==> config.mk <==
export PLATFORM = sky130hd
export DESIGN_NAME = apg_regs
export DESIGN_NICKNAME = d
export VERILOG_FILES = /design/src/common/apg_pkg.sv /design/src/common/apg_corr_if.sv /design/src/logic/apg_corr.sv /design/src/logic/apg_regs.sv
export VERILOG_INCLUDE_DIRS = /design/src /design/src/common
export SDC_FILE = /design/constraint.sdc
export NUM_CORES = 1
export LEC_CHECK = 0
export BUFFER_PORTS_ARGS = -buffer_cell sky130_fd_sc_hd__buf_2
export CORE_MARGIN = 2
export CORE_UTILIZATION = 30
export DETAILED_ROUTE_END_ITERATION = 10
export PLACE_DENSITY = 0.53
export SKIP_LAST_GASP = 1
export SYNTH_ARGS = -nofsm -noshare
export SYNTH_HDL_FRONTEND = slang
export SYNTH_SLANG_ARGS = --single-unit
==> constraint.sdc <==
create_clock -name clk_sys -period 7.4 [get_ports clk_sys]
set_input_delay 0.37 -clock clk_sys [delete_from_list [all_inputs] [get_ports clk_sys]]
set_output_delay 0.37 -clock clk_sys [all_outputs]
set_load 0.01 [all_outputs]
==> src/common/apg_params.svh <==
// Register indices, field positions, reset values and widths
`ifndef APG_PARAMS_SVH
`define APG_PARAMS_SVH

`define APG_IDX_W 8
`define APG_IDX_CFG3 8'h03
`define APG_IDX_PDN 8'h18
`define APG_IDX_ODD 8'h19
`define APG_IDX_EVEN 8'h1a
`define APG_IDX_STAT 8'h1f

`define APG_REG_W 16
`define APG_RST_CFG3 16'h0000
`define APG_RST_PDN 16'h0000
`define APG_RST_CORR 16'h0000

`define APG_DIG_MSB 15
`define APG_DIG_LSB 12
`define APG_LINE_MSB 11
`define APG_LINE_LSB 8
`define APG_ANA_MSB 7
`define APG_ANA_LSB 4
`define APG_FLIP_MSB 3
`define APG_FLIP_LSB 0

`define APG_GAIN_MSB 15
`define APG_GAIN_LSB 11
`define APG_RSVD_BIT 10
`define APG_OFS_MSB 9
`define APG_OFS_LSB 0

`define APG_GAIN_EN_BIT 12
`define APG_OFS_EN_BIT 8
`define APG_CFG3_MASK 16'h1100

`define APG_UNITY 16'h1000
`define APG_GAIN_SHIFT 12

`define APG_RESP_OKAY 2'h0
`define APG_RESP_SLVERR 2'h2

`endif

==> src/common/apg_pkg.sv <==
// Types shared by the register bank and the correction stage
package apg_pkg;

  typedef enum logic [1:0] {
    WR_IDLE = 2'b01,
    WR_RESP = 2'b10
  } apg_wr_e;

  typedef enum logic [1:0] {
    RD_IDLE = 2'b01,
    RD_RESP = 2'b10
  } apg_rd_e;

  typedef logic [4:0] apg_gain_t;
  typedef logic [9:0] apg_ofs_t;

endpackage : apg_pkg

==> src/common/apg_corr_if.sv <==
// Correction settings passed from the register bank to the sample path
`timescale 1ns/100ps
interface apg_corr_if;
  apg_pkg::apg_gain_t gainOdd;
  apg_pkg::apg_ofs_t offsetOdd;
  apg_pkg::apg_gain_t gainEven;
  apg_pkg::apg_ofs_t offsetEven;
  logic gainEnable;
  logic offsetEnable;

  modport cfg (
    output gainOdd,
    output offsetOdd,
    output gainEven,
    output offsetEven,
    output gainEnable,
    output offsetEnable
  );

  modport corr (
    input gainOdd,
    input offsetOdd,
    input gainEven,
    input offsetEven,
    input gainEnable,
    input offsetEnable
  );
endinterface : apg_corr_if

==> src/logic/apg_corr.sv <==
// Offset and gain correction of the converter 5 sample stream
`timescale 1ns/100ps
`include "apg_params.svh"
module apg_corr #(
  parameter int SAMPLE_W = 14
) (
  input wire logic clk_sys,
  input wire logic rst_n,
  apg_corr_if.corr cfg,
  input wire logic [SAMPLE_W-1:0] sampleIn,
  input wire logic sampleValid,
  input wire logic sampleOdd,
  output logic [SAMPLE_W-1:0] sampleOut,
  output logic sampleOutValid,
  output logic sampleOutOdd
);

  if (SAMPLE_W != 14)
  begin : gBadWidth
    $error("apg_corr serves 14-bit samples only");
  end

  // Gain per 0.2 dB step in Q4.12, 10^(N/100)
  localparam logic [15:0] GAIN_LUT [32] = '{
    16'h1000, 16'h105f, 16'h10c1, 16'h1125, 16'h118b, 16'h11f4,
    16'h125f, 16'h12cc, 16'h133c, 16'h13af, 16'h1425, 16'h149d,
    16'h1518, 16'h1595, 16'h1616, 16'h169a, 16'h1720, 16'h17aa,
    16'h1838, 16'h18c8, 16'h195c, 16'h19f3, 16'h1a8e, 16'h1b2c,
    16'h1bce, 16'h1c74, 16'h1d1d, 16'h1dcb, 16'h1e7d, 16'h1f33,
    16'h1fed, 16'h20ab
  };

  //////////////////////////////////////////////////////////////////////
  logic signed [15:0] stageVal;
  logic [15:0] stageGain;
  logic stageValid;
  logic stageOdd;
  logic signed [15:0] next_stageVal;
  logic [15:0] next_stageGain;
  logic signed [31:0] product;
  logic signed [19:0] scaled;
  logic [SAMPLE_W-1:0] next_sampleOut;

  always_comb
  begin
    apg_pkg::apg_gain_t g;
    apg_pkg::apg_ofs_t o;
    g = sampleOdd ? cfg.gainOdd : cfg.gainEven;
    o = sampleOdd ? cfg.offsetOdd : cfg.offsetEven;
    next_stageVal = 16'(signed'(sampleIn));
    if (cfg.offsetEnable)
      next_stageVal = next_stageVal - 16'(signed'(o));
    next_stageGain = cfg.gainEnable ? GAIN_LUT[g] : `APG_UNITY;
  end

  always_ff @(posedge clk_sys or negedge rst_n)
  begin
    if (!rst_n)
    begin
      stageVal <= 16'sh0000;
      stageGain <= `APG_UNITY;
      stageValid <= 1'b0;
      stageOdd <= 1'b0;
    end
    else
    begin
      stageValid <= sampleValid;
      if (sampleValid)
      begin
        stageVal <= next_stageVal;
        stageGain <= next_stageGain;
        stageOdd <= sampleOdd;
      end
    end
  end

  //////////////////////////////////////////////////////////////////////
  // Saturate rather than wrap, a wrapped sample is a full-scale glitch
  assign product = stageVal * signed'({1'b0, stageGain[14:0]});
  assign scaled = product[`APG_GAIN_SHIFT+19:`APG_GAIN_SHIFT];

  always_comb
  begin
    if (scaled > 20'sh01fff)
      next_sampleOut = 14'h1fff;
    else if (scaled < -20'sh02000)
      next_sampleOut = 14'h2000;
    else
      next_sampleOut = scaled[SAMPLE_W-1:0];
  end

  always_ff @(posedge clk_sys or negedge rst_n)
  begin
    if (!rst_n)
    begin
      sampleOut <= '0;
      sampleOutValid <= 1'b0;
      sampleOutOdd <= 1'b0;
    end
    else
    begin
      sampleOutValid <= stageValid;
      if (stageValid)
      begin
        sampleOut <= next_sampleOut;
        sampleOutOdd <= stageOdd;
      end
    end
  end

endmodule : apg_corr

==> src/logic/apg_regs.sv <==
// Power-down, line inversion and correction register bank
// Behaviour
// - Digital sleep bits 15..12 power down converters 4..1 digital blocks.
// - Line sleep bits 11..8 power down serial output lines 4..1.
// - Analog sleep bits 7..4 power down converters 4..1 analog blocks.
// - Flip bits 3..0 invert converter data on output lines 4..1.
// - Inversion never touches a line while it carries a test pattern.
// - All sleep and flip bits reset to zero, everything on.
// - Gain field 15..11 sets gain to field value times 0.2 dB.
// - Programmed gains act only while the global gain enable is set.
// - Offsets are subtracted only while the global offset enable is set.
// - Offset field 9..0 is signed, LSB equal to one 14-bit LSB.
// - Conv5_odd_gain_offset corrects odd samples of converter 5.
// - Conv5_even_gain_offset corrects even samples of converter 5.
//
// The AXI4-Lite register port was decided locally.
`timescale 1ns/100ps
`include "apg_params.svh"
module apg_regs #(
  parameter int ADDR_W = 12,
  parameter int LINES = 4,
  parameter int SAMPLE_W = 14
) (
  input wire logic clk_sys,
  input wire logic rst_n,
  input wire logic [ADDR_W-1:0] s_axi_awaddr,
  input wire logic s_axi_awvalid,
  output logic s_axi_awready,
  input wire logic [31:0] s_axi_wdata,
  input wire logic [3:0] s_axi_wstrb,
  input wire logic s_axi_wvalid,
  output logic s_axi_wready,
  output logic [1:0] s_axi_bresp,
  output logic s_axi_bvalid,
  input wire logic s_axi_bready,
  input wire logic [ADDR_W-1:0] s_axi_araddr,
  input wire logic s_axi_arvalid,
  output logic s_axi_arready,
  output logic [31:0] s_axi_rdata,
  output logic [1:0] s_axi_rresp,
  output logic s_axi_rvalid,
  input wire logic s_axi_rready,
  input wire logic [LINES-1:0][SAMPLE_W-1:0] lineData,
  input wire logic [LINES-1:0] lineTestPattern,
  output logic [LINES-1:0][SAMPLE_W-1:0] lineOut,
  output logic [LINES-1:0] lineActive,
  output logic [3:0] convDigitalSleep,
  output logic [3:0] convAnalogSleep,
  input wire logic [SAMPLE_W-1:0] conv5Sample,
  input wire logic conv5Valid,
  input wire logic conv5Odd,
  output logic [SAMPLE_W-1:0] conv5Corrected,
  output logic conv5CorrectedValid,
  output logic conv5CorrectedOdd
);

  if (LINES != 4 || ADDR_W <= `APG_IDX_W + 2)
  begin : gBadParams
    $error("apg_regs needs four lines and room for the register map");
  end

  //////////////////////////////////////////////////////////////////////
  logic [`APG_REG_W-1:0] powerDownCtrl;
  logic [`APG_REG_W-1:0] conv5OddCorr;
  logic [`APG_REG_W-1:0] conv5EvenCorr;
  logic [`APG_REG_W-1:0] cfg3;
  logic [`APG_REG_W-1:0] lastCorrected;
  apg_pkg::apg_wr_e wrState;
  logic awGot;
  logic wGot;
  logic [ADDR_W-1:0] awAddrHeld;
  logic [31:0] wDataHeld;
  logic [3:0] wStrbHeld;
  logic [`APG_IDX_W-1:0] wrIdx;
  logic wrHit;
  logic wrFire;
  apg_pkg::apg_rd_e rdState;
  logic [`APG_IDX_W-1:0] rdIdx;
  logic [`APG_REG_W-1:0] next_rdData;
  logic next_rdHit;

  apg_corr_if corrCfg ();
  //////////////////////////////////////////////////////////////////////
  // Write address and data are taken in either order and held until
  // both are in; only one write is under way at a time.
  assign wrFire = (wrState == apg_pkg::WR_IDLE) && awGot && wGot;
  assign wrIdx = awAddrHeld[`APG_IDX_W+1:2];
  always_comb
  begin
    if (awAddrHeld[1:0] != 2'b00 || awAddrHeld[ADDR_W-1:`APG_IDX_W+2] != '0)
      wrHit = 1'b0;
    else if (wrIdx == `APG_IDX_PDN || wrIdx == `APG_IDX_ODD)
      wrHit = 1'b1;
    else if (wrIdx == `APG_IDX_EVEN || wrIdx == `APG_IDX_CFG3)
      wrHit = 1'b1;
    else
      wrHit = 1'b0;
  end

  always_ff @(posedge clk_sys or negedge rst_n)
  begin
    if (!rst_n)
    begin
      awGot <= 1'b0;
      awAddrHeld <= '0;
      s_axi_awready <= 1'b0;
    end
    else if (s_axi_awvalid && s_axi_awready)
    begin
      awGot <= 1'b1;
      awAddrHeld <= s_axi_awaddr;
      s_axi_awready <= 1'b0;
    end
    else if (s_axi_bvalid && s_axi_bready)
      awGot <= 1'b0;
    else
      s_axi_awready <= (wrState == apg_pkg::WR_IDLE) && !awGot;
  end
  always_ff @(posedge clk_sys or negedge rst_n)
  begin
    if (!rst_n)
    begin
      wGot <= 1'b0;
      wDataHeld <= 32'h0000_0000;
      wStrbHeld <= 4'h0;
      s_axi_wready <= 1'b0;
    end
    else if (s_axi_wvalid && s_axi_wready)
    begin
      wGot <= 1'b1;
      wDataHeld <= s_axi_wdata;
      wStrbHeld <= s_axi_wstrb;
      s_axi_wready <= 1'b0;
    end
    else if (s_axi_bvalid && s_axi_bready)
      wGot <= 1'b0;
    else
      s_axi_wready <= (wrState == apg_pkg::WR_IDLE) && !wGot;
  end
  always_ff @(posedge clk_sys or negedge rst_n)
  begin
    if (!rst_n)
    begin
      wrState <= apg_pkg::WR_IDLE;
      s_axi_bvalid <= 1'b0;
      s_axi_bresp <= `APG_RESP_OKAY;
    end
    else
    begin
      case (wrState)
        apg_pkg::WR_IDLE:
        begin
          if (wrFire)
          begin
            wrState <= apg_pkg::WR_RESP;
            s_axi_bvalid <= 1'b1;
            s_axi_bresp <= wrHit ? `APG_RESP_OKAY : `APG_RESP_SLVERR;
          end
        end
        apg_pkg::WR_RESP:
        begin
          if (s_axi_bready)
          begin
            wrState <= apg_pkg::WR_IDLE;
            s_axi_bvalid <= 1'b0;
          end
        end
        default:
        begin
          wrState <= apg_pkg::WR_IDLE;
          s_axi_bvalid <= 1'b0;
        end
      endcase
    end
  end
  //////////////////////////////////////////////////////////////////////
  // Register updates; only byte lanes 0 and 1 carry storage
  function automatic logic [15:0] merge(
    input logic [15:0] old,
    input logic [31:0] data,
    input logic [3:0] strb
  );
    logic [15:0] res;
    res = old;
    if (strb[0])
      res[7:0] = data[7:0];
    if (strb[1])
      res[15:8] = data[15:8];
    return res;
  endfunction : merge

  always_ff @(posedge clk_sys or negedge rst_n)
  begin
    if (!rst_n)
      powerDownCtrl <= `APG_RST_PDN;
    else if (wrFire && wrHit && wrIdx == `APG_IDX_PDN)
      powerDownCtrl <= merge(powerDownCtrl, wDataHeld, wStrbHeld);
  end
  // Reserved bit 10 is stored as written and drives nothing
  always_ff @(posedge clk_sys or negedge rst_n)
  begin
    if (!rst_n)
      conv5OddCorr <= `APG_RST_CORR;
    else if (wrFire && wrHit && wrIdx == `APG_IDX_ODD)
      conv5OddCorr <= merge(conv5OddCorr, wDataHeld, wStrbHeld);
  end
  always_ff @(posedge clk_sys or negedge rst_n)
  begin
    if (!rst_n)
      conv5EvenCorr <= `APG_RST_CORR;
    else if (wrFire && wrHit && wrIdx == `APG_IDX_EVEN)
      conv5EvenCorr <= merge(conv5EvenCorr, wDataHeld, wStrbHeld);
  end
  // Only the two enable bits exist; the rest read as zero
  always_ff @(posedge clk_sys or negedge rst_n)
  begin
    if (!rst_n)
      cfg3 <= `APG_RST_CFG3;
    else if (wrFire && wrHit && wrIdx == `APG_IDX_CFG3)
      cfg3 <= merge(cfg3, wDataHeld, wStrbHeld) & `APG_CFG3_MASK;
  end
  //////////////////////////////////////////////////////////////////////
  // Read channel, answer one cycle after the address is taken
  assign rdIdx = s_axi_araddr[`APG_IDX_W+1:2];

  always_comb
  begin
    next_rdData = 16'h0000;
    next_rdHit = 1'b1;
    if (s_axi_araddr[1:0] != 2'b00 ||
        s_axi_araddr[ADDR_W-1:`APG_IDX_W+2] != '0)
      next_rdHit = 1'b0;
    else if (rdIdx == `APG_IDX_PDN)
      next_rdData = powerDownCtrl;
    else if (rdIdx == `APG_IDX_ODD)
      next_rdData = conv5OddCorr;
    else if (rdIdx == `APG_IDX_EVEN)
      next_rdData = conv5EvenCorr;
    else if (rdIdx == `APG_IDX_CFG3)
      next_rdData = cfg3;
    else if (rdIdx == `APG_IDX_STAT)
      next_rdData = lastCorrected;
    else
      next_rdHit = 1'b0;
  end

  always_ff @(posedge clk_sys or negedge rst_n)
  begin
    if (!rst_n)
    begin
      rdState <= apg_pkg::RD_IDLE;
      s_axi_arready <= 1'b0;
      s_axi_rvalid <= 1'b0;
      s_axi_rdata <= 32'h0000_0000;
      s_axi_rresp <= `APG_RESP_OKAY;
    end
    else
    begin
      case (rdState)
        apg_pkg::RD_IDLE:
        begin
          if (s_axi_arvalid && s_axi_arready)
          begin
            rdState <= apg_pkg::RD_RESP;
            s_axi_arready <= 1'b0;
            s_axi_rvalid <= 1'b1;
            s_axi_rdata <= {16'h0000, next_rdData};
            s_axi_rresp <= next_rdHit ? `APG_RESP_OKAY : `APG_RESP_SLVERR;
          end
          else
            s_axi_arready <= 1'b1;
        end
        apg_pkg::RD_RESP:
        begin
          if (s_axi_rready)
          begin
            rdState <= apg_pkg::RD_IDLE;
            s_axi_rvalid <= 1'b0;
          end
        end
        default:
        begin
          rdState <= apg_pkg::RD_IDLE;
          s_axi_arready <= 1'b0;
          s_axi_rvalid <= 1'b0;
        end
      endcase
    end
  end
  //////////////////////////////////////////////////////////////////////
  // Converter power controls; bit order runs converter 4 down to 1
  always_ff @(posedge clk_sys or negedge rst_n)
  begin
    if (!rst_n)
    begin
      convDigitalSleep <= 4'h0;
      convAnalogSleep <= 4'h0;
    end
    else
    begin
      convDigitalSleep <= powerDownCtrl[`APG_DIG_MSB:`APG_DIG_LSB];
      convAnalogSleep <= powerDownCtrl[`APG_ANA_MSB:`APG_ANA_LSB];
    end
  end
  //////////////////////////////////////////////////////////////////////
  // Output lines. A sleeping line drives zeros so nothing toggles.
  genvar n;
  generate
    for (n = 0; n < LINES; n++)
    begin : gLine
      logic sleep;
      logic flip;
      assign sleep = powerDownCtrl[`APG_LINE_LSB+n];
      assign flip = powerDownCtrl[`APG_FLIP_LSB+n];
      always_ff @(posedge clk_sys or negedge rst_n)
      begin
        if (!rst_n)
        begin
          lineOut[n] <= '0;
          lineActive[n] <= 1'b0;
        end
        else
        begin
          lineActive[n] <= !sleep;
          if (sleep)
            lineOut[n] <= '0;
          else if (flip && !lineTestPattern[n])
            lineOut[n] <= ~lineData[n];
          else
            lineOut[n] <= lineData[n];
        end
      end
    end
  endgenerate
  //////////////////////////////////////////////////////////////////////
  // Converter 5 correction
  assign corrCfg.gainOdd = conv5OddCorr[`APG_GAIN_MSB:`APG_GAIN_LSB];
  assign corrCfg.offsetOdd = conv5OddCorr[`APG_OFS_MSB:`APG_OFS_LSB];
  assign corrCfg.gainEven = conv5EvenCorr[`APG_GAIN_MSB:`APG_GAIN_LSB];
  assign corrCfg.offsetEven = conv5EvenCorr[`APG_OFS_MSB:`APG_OFS_LSB];
  assign corrCfg.gainEnable = cfg3[`APG_GAIN_EN_BIT];
  assign corrCfg.offsetEnable = cfg3[`APG_OFS_EN_BIT];

  apg_corr #(
    .SAMPLE_W(SAMPLE_W)
  ) uCorr (
    .clk_sys(clk_sys),
    .rst_n(rst_n),
    .cfg(corrCfg),
    .sampleIn(conv5Sample),
    .sampleValid(conv5Valid),
    .sampleOdd(conv5Odd),
    .sampleOut(conv5Corrected),
    .sampleOutValid(conv5CorrectedValid),
    .sampleOutOdd(conv5CorrectedOdd)
  );

  // Software sees the latest corrected sample, sign-extended
  always_ff @(posedge clk_sys or negedge rst_n)
  begin
    if (!rst_n)
      lastCorrected <= 16'h0000;
    else if (conv5CorrectedValid)
      lastCorrected <= 16'(signed'(conv5Corrected));
  end

endmodule : apg_regs

After elaboration in Yosys (flattened, before gate mapping). Memories as Yosys holds them, arrays and structs flattened. Index checks and enable logic that the tools add are counted.

Register bits: 242. ROM bits: 512. Input port bits: 143. Output and inout bits: 125. Memories: 1.

$add $sub $neg: 1. Multipliers: 1. $lt $le $gt $ge: 3. Eq/ne operators: 19. Muxes and demuxes: 54. Bitwise logic cells: 5. Reductions and logical operators: 48.

Memories: (no name shown) (depth 32, bits a word 16, rd ports 1, clocked after memory_dff 0, wr ports 0, line apg_corr.sv:53) `` next_stageGain = cfg.gainEnable ? GAIN_LUT[g] : `APG_UNITY; ``.

Operators by type and width (number): $mux 14 (10); $mux 16 (7); $eq 8x5->1 const B (7); $not 14->14 (4); $mux 15 (3); $mul 16x16->32 (1); $reduce_and 2->1 (11); $mux 1 (21); $gt 20x14->1 const B (1); $lt 20x14->1 const B (1); $logic_and 1x1->1 (17); $eq 8x2->1 const B (2); $sub 14x10->15 (1); $mux 2 (6); $reduce_bool 2->1 (6); $logic_not 1->1 (10); $mux 10 (1); $ne 2x2->1 const B (5); $pmux 2 s2 (2); $ge 6x6->1 const B (1); $not 5->6 (1); $pmux 1 s2 (3); $mux 5 (1); $eq 2x1->1 const B (2); 3 further kinds (7).

Logic depth before layout (Yosys ltp). Gate-level depths: netlist of run 1.

Depth after elaboration: 8. Depth in mapped cells: 27.

Cells and area by module. Synthesis of run 1 repeated with hierarchy kept, for this count alone.

Cells, all modules: 1899. Area total of the unflattened synthesis: 19271.0 um2.

Modules (own cells, without submodules): apg_corr (times used 1, cells each 1288, area each 11502.3 um2); apg_regs (times used 1, cells each 611, area each 7768.7 um2).

Worst setup path before layout of run 1. OpenSTA, ideal clock, no wires.

Path type: register to register. Start point: register uCorr.stageGain[1]. End point: register uCorr.sampleOut[10]. Arrival: 6.875 ns. Setup slack: 0.459 ns. Cell stages (with the launch flop): 24. Buffers on the path: 2. Cell sequence: dfrtp_1 > clkbuf_1 > nand2_1 > fa_1 > fa_1 > inv_1 > fa_1 > fa_1 > fa_1 > inv_1 > fa_1 > inv_1 > ha_1 > a21o_1 > a21oi_1 > o311ai_1 > o21a_1 > a2111o_1 > mux2i_1 > nor2_1 > or4_4 > o41ai_4 > buf_6 > a221o_1.

Longest elaborated chain between the ends: 4. Elaborated cells on any way between the ends: 5. Those cells by class: mul: 1; order compare: 2; mux: 2.

Ends and longest elaborated chain: from (decl) (line apg_corr.sv:35) `logic [15:0] stageGain;`; from (signal assigned) (line apg_corr.sv:61) `` stageGain <= `APG_UNITY; ``; from (signal assigned) (line apg_corr.sv:71) `stageGain <= next_stageGain;`; $mul 16x16->32 * (line apg_corr.sv:79) `assign product = stageVal * signed'({1'b0, stageGain[14:0]});`; $lt 20x14->1 (line apg_corr.sv:86) `else if (scaled < -20'sh02000)`; $mux 14 (line apg_corr.sv:86); $mux 14 * (line apg_corr.sv:84) `if (scaled > 20'sh01fff)`; to (signal assigned) (line apg_corr.sv:105) `sampleOut <= next_sampleOut;`; to (decl) (line apg_corr.sv:13) `output logic [SAMPLE_W-1:0] sampleOut,`.

Every way passes the cells marked *; elsewhere a longest branch is shown, timed or not. A chain may end at the register's enable or synchronous reset.

Worst setup path in the final report of run 1.
Start point: register uCorr.stageVal[4]. End point: register uCorr.sampleOut[4].

Longest elaborated chain between the ends: 4. Elaborated cells on any way between the ends: 5. Those cells by class: mul: 1; order compare: 2; mux: 2.

Ends and longest elaborated chain: from (decl) (line apg_corr.sv:34) `logic signed [15:0] stageVal;`; from (signal assigned) (line apg_corr.sv:70) `stageVal <= next_stageVal;`; $mul 16x16->32 * (line apg_corr.sv:79); $lt 20x14->1 (line apg_corr.sv:86); $mux 14 (line apg_corr.sv:86); $mux 14 * (line apg_corr.sv:84).

Marks and branches as above.

==> results.tsv, run 1 <==
metric	value	unit
areaGrowthSynthToFinish	15.7	%
dpl.cell_count	2935	
routed_wl	53500	µm
dp_hpwl	42800	µm
vias_per_cell	4.71	
dr.pass1.iters	7	
r2r_setup_slack	0.37	ns
yosysWarnings	0	
synth_top_area_cell	dfrtp_1	
synth.yosys.seq_area_share	30.6	%
wl_per_cell	17.9	µm
hold_viol_final	0	
antenna_found_initial	11	
worstHoldStart	s_axi_wdata[10]	
core	63300	µm²
worstPathArrival	7.54	ns
crit_type	register to register	
nets	2586	
vdd_drop_max	170	µV
drive_gt1_share	20.5	%
vias	14100	
required	7.91	ns
cts-buffers-inserted	27	
overflow	0	
reg2reg_depth	23	
port_buffers	231	
pwr-share-seq	46.8	%
r2r-end	uCorr.sampleOut[4]	
min_path_type	input port to register	
place_congestion	0.879	
syn_area	19300	µm²
holdWs	0.0200	ns
crit_top_cell	fa_1	
synth_seq_cells	236	
fin_crit_sh	95.0	%
cts_setup_buffers	0	
path_buf_inv	5	
drtIter0Drc	801	
power_density	159	nW/µm²
final_core_util	35.2	%
cts_max_level	1	
tightestPinTransition	0.975	ns
ant_nets	0	
cp_slowest_cell	dfrtp_1	
pwr-share-comb	17.1	%
finalSetupTns	0	ns
synth_flop_cell	dfrtp_1	
ys_types	81	
die_h	258	µm
cts_max_path_buffers	3	
cts_tree	done	
slew_violations	0	
setup_viol	0	
grt_pass1_wl	85400	µm
sw_frac_of_total	30.7	%
drv_cap	0	
fill_cells	6487	
holdPathStages	2	
place_area	21400	µm²
async_flop_share	100	%
power.internal	2.46	mW
critical-path-top-delay-family	adder cells	
r2r-start	uCorr.stageVal[4]	
rows	92	
netlist_instances	1903	
dieArea	66300	µm²
relSlewSlack	34.9	%
skew	0.0131	ns
synth-edff-count	0	
synth_top_area_share	30.2	%
crit_path_end_kind	register	
clock-sinks	236	
path_clk_slew	0.06	ns
rsz0062_at_grt	false	
grt_use_total	16.1	%
power.static_leakage	10.9	nW
ios	268	
die_width	258	µm
synth_area_leaders	dfrtp_1 30%, fa_1 23%, ha_1 6.6%	
worstPathCellList	and2_1 -> fa_1 -> inv_1 -> fa_1 -> fa_1 -> fa_1 -> inv_1 -> fa_1 -> inv_1 -> fa_1 -> inv_1 -> ha_1 -> a21o_1 -> a21oi_1 -> o21ai_0 -> nor3_1 -> a211oi_1 -> mux2i_1 -> nor2_1 -> or4_4 -> o41ai_4 -> buf_4 -> a221o_1	
status	finished, final reports clean	
grt_pass1_vias	15000	
critPathMaxStageDelay	0.64	ns
cp-start-kind	register	
clkPwrFrac	36.1	%
fin_area	22300	µm²
layout_min_cycle_time	7.03	ns
synth_area_per_cell	10.1	µm²
min_to	wDataHeld[10]	
crit_fanout	15	
initial_core_util	30.5	%
final_cells	2988	
drcViolationCount	0	
clk_latency	0.58	ns
max_freq	142	MHz
cts_root_buf	clkbuf_16	
grt_max_degree	105	
switchingPower	1.09	mW
==> sequential cells by signal, indices dropped and copies added, names as in the netlist, 12 cells and up <==
name	flops
uCorr.sampleOut	14
awAddrHeld	12
conv5EvenCorr	16
powerDownCtrl	16
lastCorrected	14
uCorr.stageVal	15
lineOut	56
s_axi_rdata	16
uCorr.stageGain	14
conv5OddCorr	16
wDataHeld	16
==> kinds of logic (layout without fill, tap and decap cells) <==
family / after synthesis / after routing / share of synthesized area (%)
and+or+nand+nor: 494 / 494 / 12.2
buffers and inverters: 403 / 622 / 8.24
adders and majority gates: 320 / 320 / 29.3
AOI/OAI and AO/OA: 248 / 248 / 9.05
DFF: 236 / 236 / 30.6
muxes: 124 / 124 / 7.09
xor gates and xnor gates: 77 / 77 / 3.50
other: 1 / 21 / 0.0194
==> per-stage QoR <==
stage	worst slack (ns)	power, mW
3_5_place_dp	0.241	2.29
6_report	0.367	3.55
3_3_place_gp	0.313	2.27
5_1_grt	0.0103	3.72
2_1_floorplan	0.459	1.99
4_1_cts	0.175	3.59
==> layer usage <==
layer  track usage [%]  part of all wire, %  up-vias
met5                 0                 0.21        -
met4              3.52                  1.8       18
met3              3.52                  5.6       71
met2              27.0                   48      300
met1              21.4                   44     7163
li1                  -                    -     6523
==> final cells by class <==
type | instances | area (µm²) | share of cell area, %
multi-input cells | 1281 | 11900 | 53.2
clock buffers | 38 | 757 | 3.39
well taps | 846 | 1060 | 4.74
inverters | 304 | 1140 | 5.11
repair buffers | 273 | 1490 | 6.70
diodes | 3 | 7.51 | 0.0336
clock inverters | 7 | 61.3 | 0.275
flip-flops and latches | 236 | 5920 | 26.5
==> how the worst max path moves through the flow <==
stage	cells after the start	endpoint	slack (ns)	start
detailed placement	21	uCorr.sampleOut[3]	0.24	uCorr.stageVal[10]
floorplan	23	uCorr.sampleOut[10]	0.46	uCorr.stageGain[1]
finish	23	uCorr.sampleOut[4]	0.37	uCorr.stageVal[4]
global route	21	uCorr.sampleOut[7]	0.01	uCorr.stageVal[4]
global placement	22	uCorr.sampleOut[10]	0.31	uCorr.stageVal[14]
CTS	22	uCorr.sampleOut[3]	0.17	uCorr.stageVal[14]
==> cells in the mapped netlist, drive strengths merged (28+ instances only) <==
master    n
xnor2    74
and2     93
o21ai    59
nor2    113
nand2   180
a21oi    51
buf      28
clkbuf   71
mux2    101
fa      219
inv     303
dfrtp   233
ha      101
==> cell usage in the layout, fill, tap and decap left out, types with 8 or more instances in the layout <==
| cell | instances |
|---|---|
| a21o_1 | 16 |
| a21oi_1 | 49 |
| a221o_1 | 14 |
| a222oi_1 | 16 |
| a31oi_1 | 13 |
| and2_1 | 92 |
| buf_2 | 230 |
| buf_4 | 37 |
| clkbuf_16 | 27 |
| conb_1 | 18 |
| dfrtp_1 | 222 |
| dfrtp_2 | 11 |
| fa_1 | 219 |
| ha_1 | 101 |
| inv_1 | 303 |
| mux2_2 | 101 |
| mux2i_1 | 23 |
| nand2_1 | 180 |
| nand2b_1 | 14 |
| nand3_1 | 20 |
| nand4_1 | 8 |
| nor2_1 | 113 |
| nor2b_1 | 22 |
| nor3_1 | 9 |
| o211ai_1 | 11 |
| o21a_1 | 8 |
| o21ai_0 | 56 |
| xnor2_1 | 74 |
==> power by group through the flow <==
stage,Clock [mW],Sequential [mW],Combinational (mW)
floorplan,0,1.59,0.397
global placement,0,1.67,0.593
detailed placement,0,1.68,0.606
CTS,1.31,1.66,0.615
global route,1.36,1.68,0.680
finish,1.28,1.66,0.606
==> timing repair <==
action                                 CTS  global route
hold buffers                             5             0
endpoints found under the hold margin  105             0
setup endpoints to repair                0            13
resized for setup                        0            12
==> worst register-to-register path, delay by kind of cell, from the launching register on <==
family                     cells  cell delay, ns
adders and majority gates      7            3.20
AOI/OAI and AO/OA              6            1.35
and+or+nand+nor                4            1.02
DFF                            1            0.64
buffers and inverters          5            0.44
muxes                          1            0.29
Power figures use the tool's default switching activity.
==> run 2, diff against run 1 <==
--- a/config.mk
+++ b/config.mk
@@ -7,10 +7,11 @@
 export NUM_CORES = 1
 export LEC_CHECK = 0
 export BUFFER_PORTS_ARGS = -buffer_cell sky130_fd_sc_hd__buf_2
+export CORE_ASPECT_RATIO = 0.6
 export CORE_MARGIN = 2
-export CORE_UTILIZATION = 30
+export CORE_UTILIZATION = 54
 export DETAILED_ROUTE_END_ITERATION = 10
-export PLACE_DENSITY = 0.53
+export PLACE_DENSITY = 0.83
 export SKIP_LAST_GASP = 1
 export SYNTH_ARGS = -nofsm -noshare
 export SYNTH_HDL_FRONTEND = slang
==> run 2 against run 1 <==
  * Combinational power rose by 3%
  * Hold slack improved by 0.054 ns
  * Flip-flop and latch count did not move
  * Sequential power barely moved
  * Utilization rose by 26 points
  * Highest routed layer unchanged
==> results.tsv, run 2 (synthesis results as in run 1) <==
metric	value	unit
status	finished, final reports clean	
worstPathArrival	7.61	ns
layout_min_cycle_time	7.21	ns
dieArea	37300	µm²
crit_type	register to register	
areaGrowthSynthToFinish	12.0	%
wl_per_cell	20.5	µm
tightestPinTransition	1.12	ns
ios	268	
relSlewSlack	25.1	%
antenna_found_initial	2	
drcViolationCount	0	
power.internal	2.32	mW
grt_max_degree	108	
crit_path_end_kind	register	
grt_pass1_wl	82700	µm
fin_area	21600	µm²
power	3.37	mW
largest_reg_flops	56	
cts-buffers-inserted	21	
vias	14700	
cp-start-kind	register	
die_width	248	µm
power_density	156	nW/µm²
max_freq	139	MHz
hold_viol_final	0	
holdPathStages	2	
drv_cap	0	
grt_use_total	29.1	%
routed_wl	53000	µm
core	35100	µm²
clkPwrFrac	32.5	%
cts_root_buf	clkbuf_16	
place_area	20900	µm²
dr.pass1.iters	5	
ant_nets	0	
final_cell_mix	302 x inv_1, 230 x buf_2, 225 x dfrtp_1	
final_cells	2593	
holdWs	0.0739	ns
rows	53	
cts_max_path_buffers	3	
grt_pass1_vias	15000	
dp_hpwl	41600	µm
initial_core_util	55.0	%
port_buffers	231	
place_congestion	0.977	
cts_max_level	1	
r2r-start	uCorr.stageVal[5]	
switchingPower	1.05	mW
crit_fanout	15	
dpl.cell_count	2548	
power.static_leakage	10.8	nW
startpoint	uCorr.stageVal[5]	
drtIter0Drc	1350	
worstHoldStart	s_axi_wdata[3]	
die_h	150	µm
reg2reg_depth	22	
min_path_type	input port to register	
setup_ws	0.193	ns
slew_violations	0	
required	7.80	ns
rsz0062_at_grt	false	
finalSetupTns	0	ns
sw_frac_of_total	31.1	%
nets	2570	
pwr-share-seq	49.0	%
skew	0.00732	ns
final_core_util	61.6	%
setup_viol	0	
vdd_drop_max	184	µV
fin_crit_sh	97.4	%
regMostFlops	lineOut	
drive_gt1_share	20.2	%
vias_per_cell	5.66	
dp_slack	0.121	ns
path_clk_slew	0.07	ns
cts_tree	done	
overflow	0	
clk_latency	0.53	ns
pwr-share-comb	18.5	%
clock-sinks	236	
final_common_cell	inv_1	
==> run 2: final cells by class <==
cell class / count / area, µm²
timing repair buffer: 263 / 1410
antenna: 4 / 10.0
sequential: 236 / 5920
multi-input combinational: 1281 / 11900
fill: 2732 / 13500
clock buffer: 28 / 562
tap: 467 / 584
clock inverter: 10 / 96.3
inverter: 304 / 1140
==> run 2: critical path, stage by stage, from the launching register on <==
cell	delay [ns]
dfrtp_1	0.82
and2_1	0.26
fa_1	0.44
inv_1	0.08
fa_1	0.44
fa_1	0.51
fa_1	0.57
inv_1	0.06
fa_1	0.48
inv_1	0.05
fa_1	0.48
inv_1	0.04
ha_1	0.31
a21o_1	0.19
a21oi_1	0.14
o21ai_0	0.16
nor3_1	0.39
a211oi_1	0.20
or3_1	0.37
a211oi_1	0.37
o2111a_1	0.26
a21oi_2	0.16
a221o_1	0.31
==> run 2: path summary, 6_finish.rpt <==
path | to | slack, ns
worst max-delay path | uCorr.sampleOut[1] | 0.19
worst min-delay path | wDataHeld[3] | 0.07
worst max register to register | uCorr.sampleOut[1] | 0.19
worst min register to register | convAnalogSleep[2] | 0.40
max in group asynchronous | s_axi_rdata[4] | 5.49
min in group asynchronous | lineOut[25] | 0.50
==> run 2: power groups by stage <==
| stage | clock, mW | combinational [mW] | sequential, mW |
|---|---|---|---|
| after floorplan | 0 | 0.397 | 1.59 |
| after global placement | 0 | 0.582 | 1.65 |
| after detailed placement | 0 | 0.611 | 1.66 |
| after CTS | 1.10 | 0.620 | 1.64 |
| after global routing | 1.15 | 0.687 | 1.67 |
| final | 1.09 | 0.624 | 1.65 |
==> run 2: timing repair <==
item,CTS,global route
gates resized for setup,0,13
setup endpoints to repair,0,13
hold endpoints to repair,103,0
hold buffers,1,0
setup buffers,0,2
==> run 2: routing by layer <==
| metal | up-vias | wire (µm) | GRT usage, % |
|---|---|---|---|
| li1 | 6511 | - | - |
| met1 | 7308 | 22100 | 41.8 |
| met2 | 738 | 22900 | 41.7 |
| met3 | 118 | 6330 | 10.2 |
| met4 | 2 | 1630 | 7.99 |
| met5 | - | 13 | 0 |
==> run 3, diff against run 2 <==
--- a/config.mk
+++ b/config.mk
@@ -7,10 +7,11 @@
 export NUM_CORES = 1
 export LEC_CHECK = 0
 export BUFFER_PORTS_ARGS = -buffer_cell sky130_fd_sc_hd__buf_2
-export CORE_ASPECT_RATIO = 0.6
 export CORE_MARGIN = 2
 export CORE_UTILIZATION = 54
 export DETAILED_ROUTE_END_ITERATION = 10
+export GPL_TIMING_DRIVEN = 0
+export HOLD_SLACK_MARGIN = 0.03
 export PLACE_DENSITY = 0.83
 export SKIP_LAST_GASP = 1
 export SYNTH_ARGS = -nofsm -noshare
==> run 3 against run 2 <==
  * Cell count rose by 2.6%
  * Hold slack improved by 0.0043 ns
  * Via count is 2.3% higher
  * Non-clock buffer count rose by 69
  * Critical path type unchanged
  * Critical endpoint is now uCorr.sampleOut[10]
  * Largest power group unchanged
  * Highest routed layer unchanged
==> results.tsv, run 3 (synthesis results as in run 1) <==
metric	value	unit
regMostFlops	lineOut	
fin_crit_sh	97.9	%
grt_use_met2	48.7	%
slew_violations	0	
final_common_cell	inv_1	
cts_tree	done	
setup_viol	0	
power_density	165	nW/µm²
cts_max_path_buffers	3	
dp_hpwl	41600	µm
antenna_found_initial	4	
clock-sinks	236	
dieArea	37300	µm²
drtIter0Drc	1394	
skew	0.0113	ns
initial_core_util	54.5	%
dr.pass1.iters	7	
layout_min_cycle_time	7.24	ns
cts-buffers-inserted	24	
met1_usage	38.3	%
areaGrowthSynthToFinish	14.8	%
ant_nets	0	
drcViolationCount	0	
hold_viol_final	0	
nets	2642	
routed_wl	53200	µm
core	35400	µm²
crit_fanout	10	
drive_gt1_share	20.8	%
power	3.65	mW
final_core_util	62.6	%
ios	268	
worstPathCellList	clkbuf_2 -> nand2_1 -> fa_1 -> fa_1 -> fa_1 -> inv_1 -> fa_1 -> fa_1 -> inv_1 -> fa_1 -> inv_1 -> ha_1 -> and3_1 -> and2_1 -> nand3_1 -> a211oi_2 -> mux2i_1 -> nor2_1 -> or4_4 -> o41ai_4 -> buf_6 -> a221o_1	
cts_max_level	1	
port_buffers	230	
rows	69	
vdd_drop_max	280	µV
required	7.85	ns
place_congestion	0.940	
largest_reg_flops	56	
final_cells	2660	
die_h	193	µm
overflow	0	
grt_use_total	29.2	%
critPathMaxStageDelay	0.68	ns
clk_latency	0.52	ns
use_met3	5.86	%
relSlewSlack	5.91	%
worstPathArrival	7.69	ns
wl_per_cell	20.0	µm
power.static_leakage	11.1	nW
max_freq	138	MHz
vias	15000	
final_cell_mix	302 x inv_1, 235 x buf_2, 224 x dfrtp_1	
crit_type	register to register	
cp-start-kind	register	
min_path_type	input port to register	
status	finished, final reports clean	
cp_slowest_cell	dfrtp_1	
busiest_layer	met2	
grt_pass1_wl	84100	µm
vias_per_cell	5.65	
crit_path_end_kind	register	
path_clk_slew	0.07	ns
grt_max_degree	124	
cts_root_buf	clkbuf_16	
crit_top_cell	fa_1	
drv_cap	0	
die_width	193	µm
dpl.cell_count	2612	
grt_pass1_vias	15500	
tightestPinTransition	1.39	ns
[run 3: changes by cell type in the layout (fill, tap and decap cells not counted), moves of 3 or more]
cell and delta:
buf_1 +7, inv_6 -3, bufinv_16 +4, clkbuf_2 +11, clkbuf_16 +4, clkbuf_1 +44
buf_4 -8, clkbuf_8 +3, clkbuf_4 +6, buf_2 +5
[run 3: worst paths after layout]
path,startpoint,to,slack (ns),depth (start not counted)
min,s_axi_wdata[7],wDataHeld[7],0.08,2
min in group asynchronous,rst_n,s_axi_arready,0.48,2
max in group asynchronous,rst_n,convAnalogSleep[0],5.85,3
max reg2reg,uCorr.stageGain[11],uCorr.sampleOut[10],0.16,22
max,uCorr.stageGain[11],uCorr.sampleOut[10],0.16,22
min reg2reg,powerDownCtrl[4],convAnalogSleep[0],0.41,0
[run 3: cell type report]
| cell class | instances | area [µm²] |
|---|---|---|
| inverters | 304 | 1140 |
| flip-flops and latches | 236 | 5920 |
| fillers | 2708 | 13300 |
| diodes | 2 | 5.00 |
| well taps | 461 | 577 |
| clock inverters | 11 | 201 |
| plain buffers | 98 | 498 |
| clock buffers | 33 | 696 |
| multi-input cells | 1281 | 11900 |
| repair buffers | 234 | 1210 |
[run 3: what timing repair did]
item | in CTS | in global routing
hold buffers | 1 | 0
pin swaps | 1 | 3
setup endpoints to repair | 13 | 13
gates resized for setup | 28 | 44
buffers inserted | 0 | 2
hold endpoints to repair | 111 | 0
[run 3: per-stage QoR]
step / hold slack, ns / cell area, µm² / setup slack, ns / setup TNS [ns]
floorplan: 0.0744 / 19400 / 0.459 / 0
global placement: 0.381 / 21100 / -0.402 / -4.83
detailed placement: 0.394 / 21100 / -0.503 / -6.00
CTS: 0.0701 / 22100 / 0.0148 / 0
global route: 0.0692 / 22100 / -0.0258 / -0.0902
finish: 0.0782 / 22100 / 0.159 / 0
[run 3: layer usage]
metal / share of wire, % / wire length [µm]
met5: 0.056 / 30
met4: 3.8 / 2030
met3: 9.1 / 4870
met2: 49 / 26200
met1: 38 / 20000
[run 3: power breakdown]
group | internal, mW | switching (mW)
clock network | 0.838 | 0.521
logic | 0.297 | 0.361
registers | 1.46 | 0.179
[run 3: worst max-delay path: cells and delay by family, from the launching register on]
kind                     cells  cell delay [ns]
buffers and inverters        5             0.73
AND/OR/NAND/NOR              6             1.29
AO/OA/AOI/OAI                3             0.86
flip-flops                   1             0.68
adder cells (fa/ha/maj)      7             3.27
multiplexers                 1             0.33
